[config.mk]
export PLATFORM = sky130hd
export DESIGN_NAME = short_circuit_fault_retry
export DESIGN_NICKNAME = d
export VERILOG_FILES = /design/src/scp_pkg.sv /design/src/input_sync.sv /design/src/short_circuit_fault_retry.sv
export SDC_FILE = /design/constraint.sdc
export NUM_CORES = 1
export LEC_CHECK = 0
export ABC_CLOCK_PERIOD_IN_PS = 1900
export BUFFER_PORTS_ARGS = -buffer_cell sky130_fd_sc_hd__buf_4
export CAP_MARGIN = 20
export CORE_UTILIZATION = 52
export DETAILED_ROUTE_END_ITERATION = 10
export PLACE_DENSITY = 0.73
export SETUP_SLACK_MARGIN = 0.15
export SYNTH_ARGS = -nofsm -noshare
export SYNTH_HDL_FRONTEND = slang
export SYNTH_SLANG_ARGS = --single-unit
[constraint.sdc]
create_clock -name clock -period 1.9 [get_ports clock]
set_clock_uncertainty 0.1 [all_clocks]
set_input_delay 0 -clock clock [delete_from_list [all_inputs] [get_ports clock]]
set_output_delay 0 -clock clock [all_outputs]
set_load 0.02 [all_outputs]
[src/scp_pkg.sv]
// Package of constants and carriers for the short-circuit fault retry block
package scp_pkg;

  // ==========================================================================
  // Clock and timing
  // ==========================================================================
  localparam int CLOCK_PERIOD_PS   = 4000;
  localparam int BLANK_TIMEOUT_NS  = 125;
  localparam int RELEASE_DELAY_NS  = 20;
  localparam int BLANK_TIMEOUT_CYC = (BLANK_TIMEOUT_NS * 1000) / CLOCK_PERIOD_PS;
  localparam int RELEASE_DELAY_CYC = (RELEASE_DELAY_NS * 1000) / CLOCK_PERIOD_PS;
  localparam int TIMER_W           = 6;

  // ==========================================================================
  // Fault counter
  // ==========================================================================
  localparam int          COUNT_W     = 3;
  localparam logic [2:0]  COUNT_ZERO  = 3'h0;
  localparam logic [2:0]  COUNT_FAULT = 3'h7;
  localparam logic [2:0]  COUNT_ONE   = 3'h1;

  // ==========================================================================
  // Carriers
  // ==========================================================================
  typedef struct packed {
    logic cycle_start;
    logic high_on_request;
    logic switch_near_supply;
    logic overcurrent;
  } sense_in_t;

  typedef struct packed {
    logic high_side_gate_drive;
    logic rectifier_gate_drive;
  } gate_out_t;

  typedef enum logic [3:0] {
    ST_IDLE     = 4'h1,
    ST_BLANK    = 4'h2,
    ST_RELEASE  = 4'h4,
    ST_SENSE    = 4'h8
  } blank_state_t;

endpackage

[src/input_sync.sv]
// Three-stage synchroniser for asynchronous inputs with agreement filter
`timescale 1ns/10ps
`default_nettype none
module input_sync #(
  parameter int WIDTH = 4
) (
  input  wire logic             clock,
  input  wire logic             nrst,
  input  wire logic [WIDTH-1:0] raw,
  output var  logic [WIDTH-1:0] clean
);

  logic [WIDTH-1:0] stage1;
  logic [WIDTH-1:0] stage2;
  logic [WIDTH-1:0] stage3;

  // ==========================================================================
  // Per-bit synchroniser chain
  // ==========================================================================
  genvar i;
  generate
    for (i = 0; i < WIDTH; i++) begin : g_bit
      always_ff @(posedge clock or negedge nrst) begin
        if (!nrst) begin
          stage1[i] <= 1'b0;
          stage2[i] <= 1'b0;
          stage3[i] <= 1'b0;
          clean[i]  <= 1'b0;
        end else begin
          stage1[i] <= raw[i];
          stage2[i] <= stage1[i];
          stage3[i] <= stage2[i];
          if (stage2[i] == stage3[i]) begin
            clean[i] <= stage3[i];
          end
        end
      end
    end
  endgenerate

endmodule // input_sync
`default_nettype wire

[src/short_circuit_fault_retry.sv]
// Blanking window, fault counter and retry sequencing for short-circuit protection
`timescale 1ns/10ps
`default_nettype none
module short_circuit_fault_retry
  import scp_pkg::*;
(
  input  wire logic               clock,
  input  wire logic               nrst,
  input  wire scp_pkg::sense_in_t sense_in,
  output var  scp_pkg::gate_out_t gate_out,
  output var  logic               current_limit_sense_pulldown,
  output var  logic               detect_enable,
  output var  logic               fault_active,
  output var  logic               modulator_enable
);
  import scp_pkg::*;

  // ==========================================================================
  // Input synchronisation
  // ==========================================================================
  sense_in_t sense;

  input_sync #(
    .WIDTH ($bits(sense_in_t))
  ) u_sync (
    .clock (clock),
    .nrst  (nrst),
    .raw   (sense_in),
    .clean (sense)
  );

  logic cycle_start_d;
  logic near_d;
  wire  cycle_edge = sense.cycle_start & ~cycle_start_d;
  wire  near_edge  = sense.switch_near_supply & ~near_d;

  always_ff @(posedge clock or negedge nrst) begin
    if (!nrst) begin
      cycle_start_d <= 1'b0;
      near_d        <= 1'b0;
    end else begin
      cycle_start_d <= sense.cycle_start;
      near_d        <= sense.switch_near_supply;
    end
  end

  // ==========================================================================
  // Blanking window state machine
  // ==========================================================================
  blank_state_t       state;
  blank_state_t       next_state;
  logic [TIMER_W-1:0] timer;
  logic [TIMER_W-1:0] next_timer;
  logic               blank_used;
  wire                oc_hit = (state == ST_SENSE) & sense.overcurrent;

  localparam logic [TIMER_W-1:0] TIMEOUT_LAST = TIMER_W'(BLANK_TIMEOUT_CYC - 1);
  localparam logic [TIMER_W-1:0] RELEASE_LAST = TIMER_W'(RELEASE_DELAY_CYC - 1);
  localparam logic [TIMER_W-1:0] TIMER_ZERO   = '0;
  localparam logic [TIMER_W-1:0] TIMER_STEP   = TIMER_W'(1);

  wire timed_out      = (timer >= TIMEOUT_LAST);
  wire release_done   = (timer >= RELEASE_LAST);

  always_comb begin
    next_state = state;
    next_timer = timer + TIMER_STEP;
    case (state)
      ST_IDLE: begin
        next_timer = TIMER_ZERO;
        if (sense.high_on_request && modulator_enable && !fault_active && !blank_used) begin
          next_state = ST_BLANK;
        end
      end
      ST_BLANK: begin
        if (near_edge || sense.switch_near_supply) begin
          next_state = ST_RELEASE;
          next_timer = TIMER_ZERO;
        end else if (timed_out) begin
          next_state = ST_SENSE;
          next_timer = TIMER_ZERO;
        end
      end
      ST_RELEASE: begin
        if (release_done) begin
          next_state = ST_SENSE;
          next_timer = TIMER_ZERO;
        end
      end
      ST_SENSE: begin
        next_timer = TIMER_ZERO;
        if (!sense.high_on_request || cycle_edge || oc_hit) begin
          next_state = ST_IDLE;
        end
      end
      default: begin
        next_state = ST_IDLE;
        next_timer = TIMER_ZERO;
      end
    endcase
  end

  always_ff @(posedge clock or negedge nrst) begin
    if (!nrst) begin
      state <= ST_IDLE;
      timer <= '0;
    end else begin
      state <= next_state;
      timer <= next_timer;
    end
  end

  // ==========================================================================
  // One blanking window per switching cycle
  // ==========================================================================
  wire start_blank = (state == ST_IDLE) & (next_state == ST_BLANK);

  always_ff @(posedge clock or negedge nrst) begin
    if (!nrst) begin
      blank_used <= 1'b0;
    end else if (start_blank) begin
      blank_used <= 1'b1;
    end else if (cycle_edge) begin
      blank_used <= 1'b0;
    end
  end

  // ==========================================================================
  // Pulse termination and cycle overcurrent record
  // ==========================================================================
  logic pulse_killed;
  logic cycle_had_oc;

  always_ff @(posedge clock or negedge nrst) begin
    if (!nrst) begin
      pulse_killed <= 1'b0;
      cycle_had_oc <= 1'b0;
    end else if (cycle_edge) begin
      pulse_killed <= 1'b0;
      cycle_had_oc <= oc_hit;
    end else if (oc_hit) begin
      pulse_killed <= 1'b1;
      cycle_had_oc <= 1'b1;
    end
  end

  // ==========================================================================
  // Fault counter and retry sequencing
  // ==========================================================================
  logic [COUNT_W-1:0] count;
  logic [COUNT_W-1:0] next_count;
  logic               next_fault;

  wire count_at_zero = (count == COUNT_ZERO);
  wire count_at_top  = (count == COUNT_FAULT);

  always_comb begin
    next_count = count;
    next_fault = fault_active;
    if (cycle_edge) begin
      if (fault_active) begin
        if (!count_at_zero) begin
          next_count = count - COUNT_ONE;
        end
        if (count == COUNT_ONE || count_at_zero) begin
          next_fault = 1'b0;
        end
      end else if (cycle_had_oc || oc_hit) begin
        if (!count_at_top) begin
          next_count = count + COUNT_ONE;
        end
        if (count == (COUNT_FAULT - COUNT_ONE) || count_at_top) begin
          next_fault = 1'b1;
        end
      end else if (!count_at_zero) begin
        next_count = count - COUNT_ONE;
      end
    end
  end

  always_ff @(posedge clock or negedge nrst) begin
    if (!nrst) begin
      count        <= '0;
      fault_active <= 1'b0;
    end else begin
      count        <= next_count;
      fault_active <= next_fault;
    end
  end

  // ==========================================================================
  // Registered outputs
  // ==========================================================================
  wire drive_allowed = ~fault_active & ~next_fault;
  wire next_high     = drive_allowed & sense.high_on_request & ~pulse_killed & ~oc_hit
                       & (state != ST_IDLE);
  wire next_rect     = drive_allowed & ~sense.high_on_request & ~cycle_edge;

  always_ff @(posedge clock or negedge nrst) begin
    if (!nrst) begin
      gate_out                     <= '0;
      current_limit_sense_pulldown <= 1'b0;
      detect_enable                <= 1'b0;
      modulator_enable             <= 1'b0;
    end else begin
      gate_out.high_side_gate_drive <= next_high;
      gate_out.rectifier_gate_drive <= next_rect;
      current_limit_sense_pulldown  <= (next_state == ST_BLANK) | (next_state == ST_RELEASE);
      detect_enable                 <= (next_state == ST_SENSE);
      modulator_enable              <= ~next_fault;
    end
  end

endmodule // short_circuit_fault_retry
`default_nettype wire

==> flow_summary.yaml, run 1 <==
cells_and_area:
  num_antenna_cells: 0
  finish.instance_area_sq_mm: 0.00206
  drive_gt1_share_pct: 26.1
  nets: 189
  area.growth.synth_to_final_pct: 19.4
yosys:
  synth-edff-count: 0
  synth_cells: 144
  synth_flop_cell: "dfrtp_1"
  ys_types: 45
  avgSynthCellArea_sq_um: 12.0
  synth_nets: 158
  synth_top_cells_by_count: "38 x dfrtp_1, 14 x nor2_1, 8 x ha_1"
  synth_top_area_share_pct: 55.2
  yosysWarnings: 0
  synthTopCellsByArea: "dfrtp_1 55%, ha_1 5.8%, nor2_1 3.1%, maj3_1 2.3%, nand2b_1 1.8%"
  synth.most_common_cell: "dfrtp_1"
  ys_seq_elements: 39
  yosysTopAreaCell: "dfrtp_1"
  synthArstFlopShare_pct: 100
  synth_area_sq_mm: 0.00172
  ys_seq_area_share_pct: 56.7
sta:
  fin_crit_sh_pct: 95.5
  tns_ns: 0
  drv_slew: 0
  setup-violations-final: 0
  hold_viol: 0
  max_freq_mhz: 551
  grt_setup_unrepaired: "true"
  min_period_ns: 1.82
routing:
  ant_nets: 0
  first_pass_iters: 4
  drtIter0Drc: 74
  drt_wl_total_microns: 3190
  via_per_inst: 5.43
  post_drt_wl_per_cell_microns: 14.5
  route.detailed.drc: 0
  vias: 1195
global_routing:
  antenna_found_initial: 0
  grt_max_degree: 40
  globalRouteOverflowTotal: 0
  grt_pass1_vias: 1140
  track_usage_pct: 21.2
  grt_pass1_wl_microns: 5260
critical_path:
  cp_top_family: "simple AND/OR/NAND/NOR gates"
  worst-setup-path-type: "flop to flop"
  startpoint_type: "flop"
  worstSetupEndpoint: "count[2]"
  r2r_slack_ns: 0.08
  end_kind: "flop"
  crit_arrival_ns: 1.96
  critPathSlowestCell: "or4_4"
  path_depth: 4
  worst-path-max-fanout: 4
  slowest_delay_ns: 0.49
  r2r_end: "count[2]"
  reg2reg_depth: 4
  required_ns: 2.04
  crit_start: "state[2]"
  cp_cell_sequence: "nor4b_4 > a21oi_2 > or4_4 > a32o_1"
  worst-path-buf-inv: 0
  timing.rr.start: "state[2]"
floorplanning:
  core_sq_mm: 0.00310
  die-area_sq_mm: 0.00355
  rows: 20
  start_util_pct: 55.5
  pin_count: 12
  die_w_microns: 59.6
  die_height_microns: 59.6
clock_tree:
  htreeDepth: 2
  cts.clk_slew.worst_paths_ns: 0.11
  clk-insertion-delay-late_ns: 0.34
  cts_buffers: 5
  cts_root_buffer: "clkbuf_4"
  cts_sinks: 39
  cts_tree: "done"
  clk_path_buf_depth: 2
pwr:
  pwr_density_cell_mw_per_mm2: 1040
  power_switching_mw: 0.715
  p_seq_share_pct: 49.3
  p_int_mw: 1.42
  total_power_mw: 2.13
  p_comb_share_pct: 31.8
  clkPwrFrac_pct: 18.9
  netSwitchingFraction_pct: 33.5
  vdd_drop_max_mv: 0.453
  p_leak_nw: 0.916
placed_design:
  post_dp_cell_area_sq_mm: 0.00186
  gp_congestion: 0.811
  io_buffers: 11
  dp_hpwl_microns: 2000
flow_run:
  maxCapViolCount: 0
outcome:
  status: "finished, final reports clean"
hold_path:
  min_path_type: "primary input to async pin"
cell type report:
class                   instances  area [sq um]
flip-flops and latches         39           980
inverters                       7          26.3
well taps                      44          55.1
repair buffers                 28           223
fillers                       271          1050
clock inverters                 1          5.00
multi-input cells              94           723
clock buffers                   7          45.0
layer usage:
metal / global-route usage, % / up-vias / part of all wire, %
met3: 7.86 / 5 / 3.4
met4: 6.98 / 0 / 1.4
met1: 26.7 / 588 / 44
li1: - / 572 / -
met5: 0 / - / 0
met2: 33.9 / 30 / 51
per-stage QoR:
stage                     utilization [%]  hold slack (ns)  instances  setup WS (ns)
after floorplan                         -           -0.396        144        0.00839
after global placement               60.0           -0.109        201         0.0962
after detailed placement             60.0           -0.108        201         0.0640
after CTS                            65.4           0.0463        219          0.123
after global routing                 66.3           0.0636        220         0.0398
final                                66.3           0.0403        220         0.0849
how the worst min path moves through the flow:
stage | startpoint | to | slack [ns]
final | nrst | modulator_enable | 0.04
after global routing | nrst | count[2] | 0.06
after CTS | nrst | fault_active | 0.05
after detailed placement | nrst | fault_active | -0.11
after global placement | nrst | fault_active | -0.11
after floorplan | nrst | blank_used | -0.40
state kept, by name (all words and copies together), names as in the netlist, 2 cells and up:
signal	cells
timer	6
state	4
u_sync.clean	4
u_sync.stage1	4
u_sync.stage2	4
u_sync.stage3	4
count	3
gate_out	2
layout by cell type, fill, tap and decap left out, types with 4 or more instances in the layout:
cell type,synthesis,final
o21ai_0,5,5
inv_1,7,7
maj3_1,4,4
nor3_1,5,5
a21oi_1,5,4
ha_1,8,5
clkbuf_4,0,5
dfrtp_1,38,36
buf_4,1,23
nand2b_1,5,5
dlygate4sd3_1,0,5
nand2_1,5,5
nor2_1,14,14
power by group through the flow:
stage	logic (mW)	registers, mW	clock network [mW]
6_report	0.678	1.05	0.402
5_1_grt	0.746	1.07	0.451
4_1_cts	0.650	1.05	0.415
3_5_place_dp	0.564	1.07	0
3_3_place_gp	0.544	1.06	0
2_1_floorplan	0.415	1.06	0
worst reg2reg max path, cell delays in order (launching register included):
cell and delay [ns]:
dfrtp_2 0.46, nor4b_4 0.33, a21oi_2 0.11, or4_4 0.49, a32o_1 0.22
repair_timing:
item                                    CTS  global route
hold buffers                              5             0
cloned                                    0             0
pin swaps                                 4             2
endpoints found under the hold margin    43             0
setup buffers                             5             1
resized for setup                         8             5
endpoints found under the setup margin    8            10
cell families (layout without fill, tap and decap cells):
logic type / Yosys count / in the layout / synth area share, %
and+or+nand+nor: 51 / 51 / 17.5
DFF: 39 / 39 / 56.7
adders and majority gates: 12 / 12 / 8.13
xor gates and xnor gates: 4 / 4 / 2.03
buffers and inverters: 11 / 43 / 4.28
AOI/OAI and AO/OA: 26 / 26 / 11.1
other: 1 / 1 / 0.218
No activity file was read; power rests on OpenSTA's default activity.
==> run 2: changes to the inputs <==
--- a/config.mk
+++ b/config.mk
@@ -11,6 +11,7 @@
 export CORE_UTILIZATION = 52
 export DETAILED_ROUTE_END_ITERATION = 10
 export PLACE_DENSITY = 0.73
+export RECOVER_POWER = 100
 export SETUP_SLACK_MARGIN = 0.15
 export SYNTH_ARGS = -nofsm -noshare
 export SYNTH_HDL_FRONTEND = slang
==> run 2 against run 1 <==
Net effect:
- setup slack lost 0.015 ns
- cell area shrank 1.5%
- non-clock buffer count is the same
- routed wire length grew 0.60%
- final cell count is the same
- highest routed layer unchanged
==> flow_summary.yaml, run 2 (synthesized netlist as in run 1, its figures left out) <==
outcome:
  status: "finished, final reports clean"
critical_path:
  worst-setup-path-type: "flop to flop"
  critPathSlowestCell: "or4_4"
  slowest_delay_ns: 0.49
  end_kind: "flop"
  required_ns: 2.04
  cp_cell_sequence: "nor4b_4 > a21oi_2 > or4_4 > a32o_1"
  worst-path-max-fanout: 4
  startpoint_type: "flop"
  crit_arrival_ns: 1.97
placed_design:
  io_buffers: 11
  dp_slack_ns: 0.0640
  dp_hpwl_microns: 2000
  place_inst: 201
  post_dp_cell_area_sq_mm: 0.00186
  gp_congestion: 0.811
pwr:
  p_leak_nw: 0.888
  pwr_density_cell_mw_per_mm2: 1040
  vdd_drop_max_mv: 0.453
clock_tree:
  cts_root_buffer: "clkbuf_4"
  htreeDepth: 2
  cts_sinks: 39
  cts_buffers: 5
  cts.clk_slew.worst_paths_ns: 0.11
  clk_path_buf_depth: 2
  clk-insertion-delay-late_ns: 0.34
  cts_tree: "done"
sta:
  fin_crit_sh_pct: 96.3
  fin_ws_ns: 0.0699
  min_period_ns: 1.83
  drv_slew: 0
  max_freq_mhz: 546
  slew_headroom_pct: 38.7
  hold_viol: 0
  grt_setup_unrepaired: "true"
  setup-violations-final: 0
  tightestPinTransition_ns: 0.920
  tns_ns: 0
floorplanning:
  rows: 20
  die_w_microns: 59.6
  start_util_pct: 55.5
  core_sq_mm: 0.00310
  pin_count: 12
  die-area_sq_mm: 0.00355
  die_height_microns: 59.6
flow_run:
  maxCapViolCount: 0
cells_and_area:
  largest_reg_flops: 6
  top_register: "timer"
  final_cell_mix: "37 x dfrtp_1, 14 x nor2_1, 11 x buf_4"
  num_antenna_cells: 0
  finish.instance_area_sq_mm: 0.00203
  fillers: 285
  post-route-util_pct: 65.3
  nets: 189
  area.growth.synth_to_final_pct: 17.6
  fin_cells: 220
  drive_gt1_share_pct: 21.6
  final_common_cell: "dfrtp_1"
global_routing:
  globalRouteOverflowTotal: 0
  grt_pass1_vias: 1140
  grt_pass1_wl_microns: 5260
  antenna_found_initial: 0
  track_usage_pct: 21.2
  grt_max_degree: 40
routing:
  first_pass_iters: 4
  post_drt_wl_per_cell_microns: 14.6
  route.detailed.drc: 0
  drt_wl_total_microns: 3210
  via_per_inst: 5.45
  ant_nets: 0
  vias: 1198
  drtIter0Drc: 65
hold_path:
  min_path_type: "primary input to async pin"
run 2: cell types whose count changed in the layout (fill, tap and decap cells not counted), sizes merged:
| cell | change |
|---|---|
| clkbuf | +12 |
| buf | -12 |
run 2: layout make-up:
type	count	area, sq um	share of cell area [%]
Sequential cell	39	978	48.3
Multi-Input combinational cell	94	722	35.6
Timing Repair Buffer	28	194	9.57
Tap cell	44	55.1	2.72
Clock buffer	7	45.0	2.22
Inverter	7	26.3	1.30
Clock inverter	1	5.00	0.247
run 2: timing repair:
action / CTS / global route
endpoints found under the hold margin: 43 / 0
hold buffers: 5 / 0
gates resized for setup: 8 / 5
buffers inserted: 5 / 1
endpoints found under the setup margin: 8 / 10
pin swaps: 4 / 2
run 2: report_power, final:
group          switching (mW)  internal (mW)  total [mW]
logic                   0.351          0.299       0.649
clock network           0.259          0.144       0.403
registers               0.104          0.947        1.05
run 2: per-stage QoR:
stage	hold slack [ns]	power (mW)
2_1_floorplan	-0.396	1.48
3_3_place_gp	-0.109	1.61
3_5_place_dp	-0.108	1.63
4_1_cts	0.0463	2.12
5_1_grt	0.190	2.23
6_report	0.207	2.10
run 2: path summary, 6_finish.rpt:
path | end | slack, ns | cells past startpoint | start
worst min-delay path | modulator_enable | 0.21 | 2 | nrst
worst max register to register | count[2] | 0.07 | 4 | state[2]
max in group asynchronous | state[1] | 0.87 | 2 | nrst
min in group clock | u_sync.stage1[2] | 0.22 | 2 | sense_in[2]
worst min register to register | u_sync.stage2[1] | 0.26 | 0 | u_sync.stage1[1]
worst max-delay path | count[2] | 0.07 | 4 | state[2]
run 2: metal layers:
metal | vias to the layer above | share of wire, % | global-route usage [%]
li1 | 573 | - | -
met1 | 591 | 45 | 26.7
met2 | 29 | 50 | 33.9
met3 | 5 | 3.9 | 7.86
met4 | 0 | 1.4 | 6.98
met5 | - | 0 | 0
run 2: critical path: cells and delay by family, from the launching register on:
kind | cells | cell delay [ns]
DFF | 1 | 0.46
AOI/OAI and AO/OA | 2 | 0.33
and+or+nand+nor | 2 | 0.84
==> run 3: changes to the inputs <==
--- a/config.mk
+++ b/config.mk
@@ -5,6 +5,7 @@
 export SDC_FILE = /design/constraint.sdc
 export NUM_CORES = 1
 export LEC_CHECK = 0
+export ABC_AREA = 1
 export ABC_CLOCK_PERIOD_IN_PS = 1900
 export BUFFER_PORTS_ARGS = -buffer_cell sky130_fd_sc_hd__buf_4
 export CAP_MARGIN = 20
==> run 3 against run 2 <==
Net effect:
- core utilization decreased by 3.5 points
- register-to-register slack improved by 0.17 ns
- routed wire length decreased by 9.2%
==> flow_summary.yaml, run 3 <==
cells_and_area:
  multi_input_area_sq_um: 612
  seqCellArea_sq_um: 977
  largest_reg_flops: 6
  fillers: 277
  final_common_cell: "dfrtp_1"
  post-route-util_pct: 61.7
  nets: 201
  fin_cells: 232
  drive_gt1_share_pct: 13.3
  final_cell_mix: "38 x dfrtp_1, 26 x nand2_1, 22 x inv_1"
  area.growth.synth_to_final_pct: 12.1
  num_antenna_cells: 0
  top_register: "timer"
routing:
  drtIter0Drc: 56
  post_drt_wl_per_cell_microns: 12.6
  drt_wl_total_microns: 2910
  via_per_inst: 5.25
  route.detailed.drc: 0
  vias: 1218
  first_pass_iters: 4
  ant_nets: 0
sta:
  fin_crit_sh_pct: 87.6
  grt_setup_unrepaired: "false"
  max_freq_mhz: 601
  min_period_ns: 1.66
  setup-violations-final: 0
  hold_viol: 0
  tightestPinTransition_ns: 0.896
  worst_hold_slack_ns: 0.174
  fin_ws_ns: 0.235
  drv_slew: 0
  slew_headroom_pct: 40.2
  tns_ns: 0
placed_design:
  place_inst: 219
  io_buffers: 11
  dp_slack_ns: 0.373
  dp_hpwl_microns: 2070
  gp_congestion: 0.816
pwr:
  power_switching_mw: 0.754
  vdd_drop_max_mv: 0.559
  netSwitchingFraction_pct: 36.6
  clkPwrFrac_pct: 21.5
  p_int_mw: 1.30
  p_leak_nw: 0.926
  pwr_density_cell_mw_per_mm2: 1080
  p_seq_share_pct: 51.0
  p_comb_share_pct: 27.5
critical_path:
  end_kind: "flop"
  timing.rr.start: "state[1]"
  critPathSlowestCell: "dfrtp_1"
  slowest_delay_ns: 0.41
  worst-path-buf-inv: 1
  worst-path-max-fanout: 5
  crit_arrival_ns: 1.86
  r2r_end: "timer[1]"
  reg2reg_depth: 5
  cp_cell_sequence: "inv_1 > nand2_1 > nor3_1 > nand3_1 > a21oi_1"
  startpoint_type: "flop"
  required_ns: 2.10
  r2r_slack_ns: 0.24
  cp_top_family: "simple AND/OR/NAND/NOR gates"
  worst-setup-path-type: "flop to flop"
floorplanning:
  die_height_microns: 59.1
  start_util_pct: 55.1
  die_w_microns: 59.1
  rows: 20
  pin_count: 12
  die-area_sq_mm: 0.00349
  core_sq_mm: 0.00308
yosys:
  synth_top_area_share_pct: 56.1
  ys_seq_area_share_pct: 57.6
  synth_top_cells_by_count: "38 x dfrtp_1, 26 x nand2_1, 22 x inv_1"
  synthArstFlopShare_pct: 100
  avgSynthCellArea_sq_um: 10.3
  synth-edff-count: 0
  yosysWarnings: 0
  ys_seq_elements: 39
  synth.most_common_cell: "dfrtp_1"
  ys_types: 28
  synth_cells: 165
  synth_flop_cell: "dfrtp_1"
  synth_area_sq_mm: 0.00170
  synthTopCellsByArea: "dfrtp_1 56%, ha_1 5.9%, nand2_1 5.8%, inv_1 4.9%, nand3_1 3.8%"
  yosysTopAreaCell: "dfrtp_1"
  synth_nets: 179
clock_tree:
  post-cts-setup-buffers: 0
  cts_tree: "done"
  cts_root_buffer: "clkbuf_4"
  clk_path_buf_depth: 2
  cts_buffers: 5
  clk-insertion-delay-late_ns: 0.37
  htreeDepth: 2
  cts.clk_slew.worst_paths_ns: 0.13
  cts_sinks: 39
global_routing:
  globalRouteOverflowTotal: 0
  track_usage_pct: 20.0
  grt_pass1_wl_microns: 5010
  grt_max_degree: 40
  antenna_found_initial: 0
  grt_pass1_vias: 1143
hold_path:
  min_path_type: "primary input to async pin"
outcome:
  status: "finished, final reports clean"
flow_run:
  maxCapViolCount: 0
[run 3: metal layers]
metal  track usage (%)  routed length [microns]
met2              30.7                     1320
met3              7.64                      223
met4              11.2                       75
met5                 0                        0
met1              24.1                     1300
[run 3: stage by stage]
step / power, mW / area (sq um)
after floorplan: 1.48 / 1700
after global placement: 1.62 / 1830
after detailed placement: 1.65 / 1830
after CTS: 2.11 / 1940
after global routing: 2.22 / 1900
final: 2.06 / 1900
[run 3: final cells by class]
class	count	share of cell area (%)
Clock buffer	5	1.97
Sequential cell	39	51.4
Tap cell	44	2.90
Timing Repair Buffer	16	5.66
Inverter	23	4.54
Clock inverter	3	1.32
Multi-Input combinational cell	102	32.2
[run 3: timing repair]
action | CTS | global route
endpoints found under the hold margin | 43 | 0
hold buffers | 5 | 0
gates resized for setup | 0 | 0
[run 3: how the worst max path moves through the flow]
stage,start,end,slack (ns),depth (start not counted)
after floorplan,count[0],count[1],0.48,8
after global placement,count[0],count[1],0.41,8
after detailed placement,count[0],count[2],0.37,8
after CTS,count[0],count[2],0.36,8
after global routing,state[1],timer[1],0.14,5
final,state[1],timer[1],0.24,5
[run 3: power groups by stage]
stage | clock network (mW) | logic, mW | registers (mW)
6_report | 0.442 | 0.567 | 1.05
4_1_cts | 0.462 | 0.592 | 1.05
2_1_floorplan | 0 | 0.407 | 1.07
3_3_place_gp | 0 | 0.555 | 1.06
3_5_place_dp | 0 | 0.582 | 1.07
5_1_grt | 0.499 | 0.658 | 1.06
[run 3: logic make-up after synthesis]
group                    after synthesis  synth area share (%)
XOR/XNOR                               1                 0.517
flip-flops                            39                  57.6
AND/OR/NAND/NOR                       71                  21.3
other                                  1                 0.221
AO/OA/AOI/OAI                         17                  6.64
buffers and inverters                 24                  5.39
adder cells (fa/ha/maj)               12                  8.27
